==> config.mk <==
export PLATFORM = sky130hd
export DESIGN_NAME = temp_conversion_control
export DESIGN_NICKNAME = d
export VERILOG_FILES = /design/src/hdl/temp_conv_pkg.sv /design/src/hdl/conv_timer.sv /design/src/hdl/temp_conversion_control.sv
export VERILOG_INCLUDE_DIRS = /design/src /design/src/hdl
export SDC_FILE = /design/constraint.sdc
export NUM_CORES = 1
export LEC_CHECK = 0
export ABC_AREA = 1
export BUFFER_PORTS_ARGS = -buffer_cell sky130_fd_sc_hd__buf_2
export CAP_MARGIN = 15
export CORE_ASPECT_RATIO = 0.6
export CORE_MARGIN = 2
export CORE_UTILIZATION = 60
export CTS_CLUSTER_DIAMETER = 60
export CTS_CLUSTER_SIZE = 8
export DETAILED_ROUTE_END_ITERATION = 12
export GPL_ROUTABILITY_DRIVEN = 0
export HOLD_SLACK_MARGIN = 0.12
export MAX_ROUTING_LAYER = met4
export PLACE_DENSITY_LB_ADDON = 0.1
export SLEW_MARGIN = 20
export SYNTH_ARGS = -nofsm -noshare
export SYNTH_HDL_FRONTEND = slang
export SYNTH_HIERARCHICAL = 1
export SYNTH_SLANG_ARGS = --single-unit
export TNS_END_PERCENT = 1
==> constraint.sdc <==
create_clock -name REF_CLK -period 7 [get_ports REF_CLK]
set_input_delay 1.4 -clock REF_CLK [delete_from_list [all_inputs] [get_ports REF_CLK]]
set_output_delay 1.4 -clock REF_CLK [all_outputs]
set_load 0.1 [all_outputs]
==> src/hdl/temp_conv_map.svh <==
// offsets, field positions, reset values and timing counts of the sequencer
`ifndef TEMP_CONV_MAP_SVH
`define TEMP_CONV_MAP_SVH

`define CFG_OFFSET        8'h00
`define TEMP_OFFSET       8'h04
`define STATUS_OFFSET     8'h08

`define CFG_SHUTDOWN_BIT  0
`define CFG_ONE_SHOT_BIT  1
`define CFG_RES_LSB       2
`define CFG_RES_MSB       3
`define CFG_RESET         4'h0
`define TEMP_RESET        12'h000
`define TEMP_WIDTH        12

`define RESP_OKAY         2'h0
`define RESP_SLVERR       2'h2

`define CLK_MHZ           100
`define ACTIVE_TIME_US    26000
`define PERIOD0_TIME_US   27500
`define PERIOD1_TIME_US   55000
`define PERIOD2_TIME_US   110000
`define PERIOD3_TIME_US   220000
`define ACTIVE_CYCLES     (`ACTIVE_TIME_US * `CLK_MHZ)
`define PERIOD0_CYCLES    (`PERIOD0_TIME_US * `CLK_MHZ)
`define PERIOD1_CYCLES    (`PERIOD1_TIME_US * `CLK_MHZ)
`define PERIOD2_CYCLES    (`PERIOD2_TIME_US * `CLK_MHZ)
`define PERIOD3_CYCLES    (`PERIOD3_TIME_US * `CLK_MHZ)

`endif

==> src/hdl/temp_conv_pkg.sv <==
// types shared by the conversion sequencer
package temp_conv_pkg;

    typedef enum logic [3:0] {
        ST_ACTIVE = 4'h1,
        ST_IDLE   = 4'h2,
        ST_SHUT   = 4'h4,
        ST_SINGLE = 4'h8
    } conv_state_t;

    typedef struct packed {
        logic resolution_select_upper;
        logic resolution_select_lower;
        logic one_shot_trigger;
        logic shutdown_control;
    } cfg_t;

endpackage

==> src/hdl/conv_timer.sv <==
// free cycle counter that measures time inside a conversion period
`timescale 1ns/1ps
module conv_timer #(
    parameter int WIDTH = 32
) (
    input  wire logic             clk,
    input  wire logic             rst,
    input  wire logic             restart,
    input  wire logic             hold,
    output logic [WIDTH-1:0]      count
);
    logic [WIDTH-1:0] next_count;

    always_comb begin
        if (restart || hold) begin
            next_count = '0;
        end else begin
            next_count = count + {{(WIDTH-1){1'b0}}, 1'b1};
        end
    end

    always_ff @(posedge clk) begin
        if (rst) begin
            count <= '0;
        end else begin
            count <= next_count;
        end
    end
endmodule // conv_timer

==> src/hdl/temp_conversion_control.sv <==
// conversion sequencer with result register and axi4-lite slave
// Functional notes
// - after reset run continuous conversions, each result overwrites the last
// - resolution code 00..11 selects 9, 10, 11 or 12 result bits
// - continuous period follows resolution code: 27.5, 55, 110, 220 ms
// - converter active 26 ms each period, low-power idle for the rest
// - result is 12-bit two's complement, lsb 0.0625 degrees
// - result register is zero after reset until first conversion ends
// - unused result bits and bits below the resolution read zero
// - shutdown set: finish running conversion, then power down
// - shutdown clear: keep converting continuously without interruption
// - writing one-shot 1 while shut down starts exactly one conversion
// - after the single conversion is stored, return to shutdown
// - one-shot bit always reads back zero
// - single conversion takes 26 ms, no idle padding
`timescale 1ns/1ps
`include "temp_conv_map.svh"
module temp_conversion_control #(
    parameter int ADDR_WIDTH     = 8,
    parameter int ACTIVE_CYCLES  = `ACTIVE_CYCLES,
    parameter int PERIOD0_CYCLES = `PERIOD0_CYCLES,
    parameter int PERIOD1_CYCLES = `PERIOD1_CYCLES,
    parameter int PERIOD2_CYCLES = `PERIOD2_CYCLES,
    parameter int PERIOD3_CYCLES = `PERIOD3_CYCLES
) (
    input  wire logic                  REF_CLK,
    input  wire logic                  SYS_RST,
    input  wire logic [ADDR_WIDTH-1:0] S_AXI_AWADDR,
    input  wire logic                  S_AXI_AWVALID,
    output logic                       S_AXI_AWREADY,
    input  wire logic [31:0]           S_AXI_WDATA,
    input  wire logic [3:0]            S_AXI_WSTRB,
    input  wire logic                  S_AXI_WVALID,
    output logic                       S_AXI_WREADY,
    output logic [1:0]                 S_AXI_BRESP,
    output logic                       S_AXI_BVALID,
    input  wire logic                  S_AXI_BREADY,
    input  wire logic [ADDR_WIDTH-1:0] S_AXI_ARADDR,
    input  wire logic                  S_AXI_ARVALID,
    output logic                       S_AXI_ARREADY,
    output logic [31:0]                S_AXI_RDATA,
    output logic [1:0]                 S_AXI_RRESP,
    output logic                       S_AXI_RVALID,
    input  wire logic                  S_AXI_RREADY,
    input  wire logic [11:0]           SAMPLE_DATA,
    output logic                       CONVERTER_ENABLE,
    output logic                       LOW_POWER_IDLE,
    output logic                       POWERED_DOWN,
    output logic [11:0]                TEMP_RESULT
);

    // register index decode shared by read and write paths
    function automatic logic [1:0] reg_index(
        input logic [ADDR_WIDTH-1:0] addr
    );
        logic [7:0] low;
        low = addr[7:0];
        if (low == `CFG_OFFSET) begin
            reg_index = 2'h0;
        end else if (low == `TEMP_OFFSET) begin
            reg_index = 2'h1;
        end else if (low == `STATUS_OFFSET) begin
            reg_index = 2'h2;
        end else begin
            reg_index = 2'h3;
        end
    endfunction

    function automatic logic [11:0] res_mask(input logic [1:0] code);
        case (code)
            2'h0:    res_mask = 12'hff8;
            2'h1:    res_mask = 12'hffc;
            2'h2:    res_mask = 12'hffe;
            default: res_mask = 12'hfff;
        endcase
    endfunction

    function automatic logic [31:0] period_for(input logic [1:0] code);
        case (code)
            2'h0:    period_for = 32'(PERIOD0_CYCLES);
            2'h1:    period_for = 32'(PERIOD1_CYCLES);
            2'h2:    period_for = 32'(PERIOD2_CYCLES);
            default: period_for = 32'(PERIOD3_CYCLES);
        endcase
    endfunction
    // sample synchroniser: the analog side is not on REF_CLK
    logic [11:0] sync1;
    logic [11:0] sync2;
    logic [11:0] sync3;
    logic [11:0] sample;
    logic [11:0] next_sample;

    always_comb begin
        next_sample = sample;
        if (sync2 == sync3) begin
            next_sample = sync3;
        end
    end

    always_ff @(posedge REF_CLK) begin
        if (SYS_RST) begin
            sync1  <= 12'h000;
            sync2  <= 12'h000;
            sync3  <= 12'h000;
            sample <= 12'h000;
        end else begin
            sync1  <= SAMPLE_DATA;
            sync2  <= sync1;
            sync3  <= sync2;
            sample <= next_sample;
        end
    end

    // configuration and write channel
    temp_conv_pkg::cfg_t cfg;
    temp_conv_pkg::cfg_t next_cfg;
    logic                  aw_full;
    logic                  next_aw_full;
    logic [ADDR_WIDTH-1:0] aw_addr;
    logic [ADDR_WIDTH-1:0] next_aw_addr;
    logic                  w_full;
    logic                  next_w_full;
    logic [31:0]           w_data;
    logic [31:0]           next_w_data;
    logic [3:0]            w_strb;
    logic [3:0]            next_w_strb;
    logic                  bvalid;
    logic                  next_bvalid;
    logic [1:0]            bresp;
    logic [1:0]            next_bresp;
    logic                  one_shot_write;
    logic                  do_write;

    assign S_AXI_AWREADY = !aw_full && !bvalid;
    assign S_AXI_WREADY  = !w_full && !bvalid;
    assign S_AXI_BVALID  = bvalid;
    assign S_AXI_BRESP   = bresp;
    assign do_write      = aw_full && w_full && !bvalid;

    always_comb begin
        next_cfg       = cfg;
        next_aw_full   = aw_full;
        next_aw_addr   = aw_addr;
        next_w_full    = w_full;
        next_w_data    = w_data;
        next_w_strb    = w_strb;
        next_bvalid    = bvalid;
        next_bresp     = bresp;
        one_shot_write = 1'b0;
        if (S_AXI_AWVALID && S_AXI_AWREADY) begin
            next_aw_full = 1'b1;
            next_aw_addr = S_AXI_AWADDR;
        end
        if (S_AXI_WVALID && S_AXI_WREADY) begin
            next_w_full = 1'b1;
            next_w_data = S_AXI_WDATA;
            next_w_strb = S_AXI_WSTRB;
        end
        if (do_write) begin
            next_aw_full = 1'b0;
            next_w_full  = 1'b0;
            next_bvalid  = 1'b1;
            next_bresp   = `RESP_OKAY;
            if (reg_index(aw_addr) == 2'h3) begin
                next_bresp = `RESP_SLVERR;
            end else if (reg_index(aw_addr) == 2'h0 && w_strb[0]) begin
                next_cfg.shutdown_control = w_data[`CFG_SHUTDOWN_BIT];
                next_cfg.resolution_select_upper = w_data[`CFG_RES_MSB];
                next_cfg.resolution_select_lower = w_data[`CFG_RES_LSB];
                one_shot_write = w_data[`CFG_ONE_SHOT_BIT];
            end
        end
        if (bvalid && S_AXI_BREADY) begin
            next_bvalid = 1'b0;
        end
        // the trigger is an action, never stored
        next_cfg.one_shot_trigger = 1'b0;
    end

    always_ff @(posedge REF_CLK) begin
        if (SYS_RST) begin
            cfg     <= temp_conv_pkg::cfg_t'(`CFG_RESET);
            aw_full <= 1'b0;
            aw_addr <= '0;
            w_full  <= 1'b0;
            w_data  <= 32'h0000_0000;
            w_strb  <= 4'h0;
            bvalid  <= 1'b0;
            bresp   <= `RESP_OKAY;
        end else begin
            cfg     <= next_cfg;
            aw_full <= next_aw_full;
            aw_addr <= next_aw_addr;
            w_full  <= next_w_full;
            w_data  <= next_w_data;
            w_strb  <= next_w_strb;
            bvalid  <= next_bvalid;
            bresp   <= next_bresp;
        end
    end

    // conversion sequencer
    temp_conv_pkg::conv_state_t state;
    temp_conv_pkg::conv_state_t next_state;
    logic [1:0]  res_code;
    logic [31:0] elapsed;
    logic        conv_done;
    logic        period_end;
    logic        timer_restart;
    logic [11:0] next_result;

    assign res_code = {cfg.resolution_select_upper,
                       cfg.resolution_select_lower};
    // same active time whatever the resolution
    assign conv_done = (state == temp_conv_pkg::ST_ACTIVE ||
                        state == temp_conv_pkg::ST_SINGLE) &&
                       elapsed == 32'(ACTIVE_CYCLES - 1);
    // >= so a shorter period picked mid-idle cannot hang the loop
    assign period_end = state == temp_conv_pkg::ST_IDLE &&
                        elapsed >= period_for(res_code) - 32'h1;

    conv_timer #(.WIDTH(32)) u_timer (
        .clk     (REF_CLK),
        .rst     (SYS_RST),
        .restart (timer_restart),
        .hold    (state == temp_conv_pkg::ST_SHUT),
        .count   (elapsed)
    );

    always_comb begin
        next_state  = state;
        next_result = TEMP_RESULT;
        if (conv_done) begin
            // whole word at once, never byte by byte
            next_result = sample & res_mask(res_code);
        end
        case (state)
            temp_conv_pkg::ST_ACTIVE: begin
                if (conv_done) begin
                    if (cfg.shutdown_control) begin
                        next_state = temp_conv_pkg::ST_SHUT;
                    end else begin
                        next_state = temp_conv_pkg::ST_IDLE;
                    end
                end
            end
            temp_conv_pkg::ST_IDLE: begin
                if (cfg.shutdown_control) begin
                    next_state = temp_conv_pkg::ST_SHUT;
                end else if (period_end) begin
                    next_state = temp_conv_pkg::ST_ACTIVE;
                end
            end
            temp_conv_pkg::ST_SHUT: begin
                if (!cfg.shutdown_control) begin
                    next_state = temp_conv_pkg::ST_ACTIVE;
                end else if (one_shot_write) begin
                    next_state = temp_conv_pkg::ST_SINGLE;
                end
            end
            temp_conv_pkg::ST_SINGLE: begin
                if (conv_done) begin
                    next_state = temp_conv_pkg::ST_SHUT;
                end
            end
            default: begin
                next_state = temp_conv_pkg::ST_ACTIVE;
            end
        endcase
        timer_restart = next_state != state &&
                        (next_state == temp_conv_pkg::ST_ACTIVE ||
                         next_state == temp_conv_pkg::ST_SINGLE);
    end

    always_ff @(posedge REF_CLK) begin
        if (SYS_RST) begin
            state            <= temp_conv_pkg::ST_ACTIVE;
            TEMP_RESULT      <= `TEMP_RESET;
            CONVERTER_ENABLE <= 1'b1;
            LOW_POWER_IDLE   <= 1'b0;
            POWERED_DOWN     <= 1'b0;
        end else begin
            state            <= next_state;
            TEMP_RESULT      <= next_result;
            CONVERTER_ENABLE <= next_state == temp_conv_pkg::ST_ACTIVE ||
                                next_state == temp_conv_pkg::ST_SINGLE;
            LOW_POWER_IDLE   <= next_state == temp_conv_pkg::ST_IDLE;
            POWERED_DOWN     <= next_state == temp_conv_pkg::ST_SHUT;
        end
    end

    // read channel
    logic        rvalid;
    logic        next_rvalid;
    logic [31:0] rdata;
    logic [31:0] next_rdata;
    logic [1:0]  rresp;
    logic [1:0]  next_rresp;

    assign S_AXI_ARREADY = !rvalid;
    assign S_AXI_RVALID  = rvalid;
    assign S_AXI_RDATA   = rdata;
    assign S_AXI_RRESP   = rresp;
    always_comb begin
        next_rvalid = rvalid;
        next_rdata  = rdata;
        next_rresp  = rresp;
        if (S_AXI_ARVALID && !rvalid) begin
            next_rvalid = 1'b1;
            next_rresp  = `RESP_OKAY;
            case (reg_index(S_AXI_ARADDR))
                2'h0: next_rdata = {28'h0, cfg};
                2'h1: next_rdata = {20'h0, TEMP_RESULT};
                2'h2: next_rdata = {27'h0, CONVERTER_ENABLE, state};
                default: begin
                    next_rdata = 32'h0000_0000;
                    next_rresp = `RESP_SLVERR;
                end
            endcase
        end else if (rvalid && S_AXI_RREADY) begin
            next_rvalid = 1'b0;
        end
    end

    always_ff @(posedge REF_CLK) begin
        if (SYS_RST) begin
            rvalid <= 1'b0;
            rdata  <= 32'h0000_0000;
            rresp  <= `RESP_OKAY;
        end else begin
            rvalid <= next_rvalid;
            rdata  <= next_rdata;
            rresp  <= next_rresp;
        end
    end
endmodule // temp_conversion_control

==> impl_metrics.csv <==
group,metric,value,unit
cells_and_area,diodes,0,
floorplan,die_height,84.7,microns
clock_network,clock_latency,420,ps
floorplan,dieWidth,139,microns
routing,ant_nets,0,
clock_network,root_buffer,"clkbuf_16",
setup_path,worstPathArrival,3970,ps
logic_synthesis,synth-seq-cells,133,
logic_synthesis,synth_cell_type_count,39,
logic_synthesis,yosysTopAreaCell,"dfxtp_1",
timing,hold_viol_final,0,
clock_network,hold_buffers,0,
routing,drc,0,
floorplan,fp-row-count,29,
timing,max_freq,277,MHz
timing,worst_pin_slew,921,ps
setup_path,path_class,"reg2reg",
power_and_ir_drop,powerDensity,258,nW/um^2
hold_path,hp-class,"reg2reg",
clock_network,cts_made_buffers,17,
logic_synthesis,ys_async_sr_fraction,0,%
logic_synthesis,synth_edf_count,0,
logic_synthesis,ys_seq_area_share,40.8,%
cells_and_area,drive_gt1_share,14.1,%
power_and_ir_drop,cellLeakagePower,3.51,nW
cells_and_area,fillCellCount,857,
run_status,status,"finished, final reports clean",
cells_and_area,nets,1101,
cells_and_area,syn2layout_area_growth,15.5,%
grt,grt_pass1_vias,5097,
timing,fin_setup_tns,0,ps
timing,rsz0062_at_grt,"false",
grt,grt_start_max_net_pins,52,
logic_synthesis,ys.warnings.count,6,
logic_synthesis,syn_area_per_cell,7.06,sq um
grt,grt_pass1_wl,24600,microns
timing,setup_viol,0,
routing,vias,5780,
clock_network,clock-sinks,133,
routing,wl_per_cell,12.9,microns
timing,slew_viol_final,0,
setup_path,cp_max_fo,23,
logic_synthesis,synth_top_area_share,40.8,%
clock_network,cts_tree,"done",
floorplan,coreArea,10600,sq um
setup_path,critPathLaunchType,"flop",
cells_and_area,utilization,71.3,%
timing,fin_crit_sh,51.6,%
logic_synthesis,synth.area.top_cells,"dfxtp_1 (41%), nor2_1 (12%), nand2_1 (9.3%), inv_1 (6.7%), ha_1 (5.6%)",
timing,slew_headroom,38.6,%
timing,fin_crit,3610,ps
logic_synthesis,synth_area,6520,sq um
timing,skew,9.42,ps
logic_synthesis,syn_inst,924,
clock_network,postCtsSetupBuffers,0,
placed_design,io_buffers,73,
placed_design,dp_hpwl,10700,microns
grt,grt_usage,26.9,%
setup_path,end_kind,"flop",
floorplan,initial_utilization,61.7,%
flow_run,cap_violations,0,
floorplan,io_pins,127,
grt,antenna_found_initial,0,
clock_network,h-tree-depth,4,
routing,firstDrtPassIters,7,
routing,wl,14800,microns
clock_network,path_clk_slew,60,ps
clock_network,cts_resized,0,
floorplan,die_area,11700,sq um
routing,via_per_inst,5.01,
clock_network,cts_buffer_depth,2,
power_and_ir_drop,ir_drop,0.188,mV
logic_synthesis,synth-main-ff-cell,"dfxtp_1",
routing,drtIter0Drc,493,
setup_path,cp.required,7360,ps
grt,gr-total-overflow,0,
## layout by cell type (no fill, tap or decap), types with 6 or more instances in the layout
cell,count
nor2_1,214
nand3_1,31
inv_8,6
dfxtp_1,133
ha_1,29
a21oi_1,47
nor2_2,8
o21ai_0,57
nand2_1,162
nor3_1,8
nand2_2,7
xor2_1,8
nor2_4,10
inv_1,117
xnor2_1,8
clkbuf_16,17
buf_2,73
nand4_1,8
conb_1,23
## logic make-up after synthesis
logic type | synth area share (%)
adders and majority gates | 5.57
xor gates and xnor gates | 2.15
buffers and inverters | 10.6
DFF | 40.8
other | 0.0575
AOI/OAI and AO/OA | 9.54
and+or+nand+nor | 31.3
## layout make-up
class | instances | area, sq um | share of cell area [%]
repair buffers | 76 | 388 | 5.15
flip-flops and latches | 133 | 2660 | 35.3
inverters | 120 | 450 | 5.98
multi-input cells | 653 | 3250 | 43.2
well taps | 139 | 174 | 2.31
clock inverters | 15 | 180 | 2.39
clock buffers | 17 | 425 | 5.65
## layer usage
layer  vias to the layer above  global-route usage [%]  share of wire (%)
met2                       214                    37.0                 39
li1                       3009                       -                  -
met4                         0                    7.70                1.3
met5                         -                       -                  0
met1                      2537                    38.4                 51
met3                        20                    7.30                9.0
## registers in the layout, indices dropped and copies added (netlist names), 4 cells and up
| register | count |
|---|---|
| w_data | 4 |
| S_AXI_RDATA | 12 |
| sync1 | 12 |
| state | 4 |
| sample | 12 |
| TEMP_RESULT | 12 |
| aw_addr | 8 |
| sync3 | 12 |
| u_timer/count | 32 |
| sync2 | 12 |
## stage by stage
step                      total power [mW]  hold WS (ps)  instances  instance area, sq um  setup slack (ps)
after floorplan                       1.03           388        946                  6600              3480
after global placement                1.06           390       1121                  6930              3540
after detailed placement              1.06           393       1121                  6930              3490
after CTS                             1.96           402       1153                  7530              3440
after global routing                  2.02           425       1153                  7530              3030
final                                 1.95           401       1153                  7530              3390
## Yosys cell counts, types with 8 or more instances
cell	number
dfxtp_1	133
nand4_1	8
a21oi_1	47
nor3_1	8
inv_1	117
clkbuf_1	10
nor2_1	214
o21ai_0	57
nand2_1	162
xor2_1	8
nor2_2	8
nor2_4	10
nand3_1	31
ha_1	29
buf_4	22
xnor2_1	8
## critical path, stage by stage, from the launching register on
cell	delay, ps
dfxtp_1	460
inv_1	160
ha_1	350
a21oi_1	240
xor2_1	230
ha_1	270
nand2_1	80
nor2_1	50
nand2_1	50
nand3_1	70
nand2_1	70
nand2_1	80
nand2_1	90
nand2_1	50
nand2_1	140
nand3_1	90
nand2_1	70
nand3_1	60
nand2_1	60
inv_1	40
nor3_2	140
buf_4	300
inv_2	150
a21oi_1	130
and2_1	130
## worst paths after layout
path | start | endpoint | slack, ps | cells after the start
worst max-delay path | cfg[2] | u_timer/count[12] | 3390 | 24
worst min-delay path | sync1[8] | sync2[8] | 400 | 2
worst max register to register | cfg[2] | u_timer/count[12] | 3390 | 24
worst min register to register | sync1[8] | sync2[8] | 400 | 2
## power by group
part           total [mW]  internal (mW)  switching [mW]
logic               0.236         0.0487           0.187
clock network       0.899          0.513           0.386
registers           0.810          0.791          0.0195
No activity file was read; power rests on OpenSTA's default activity.
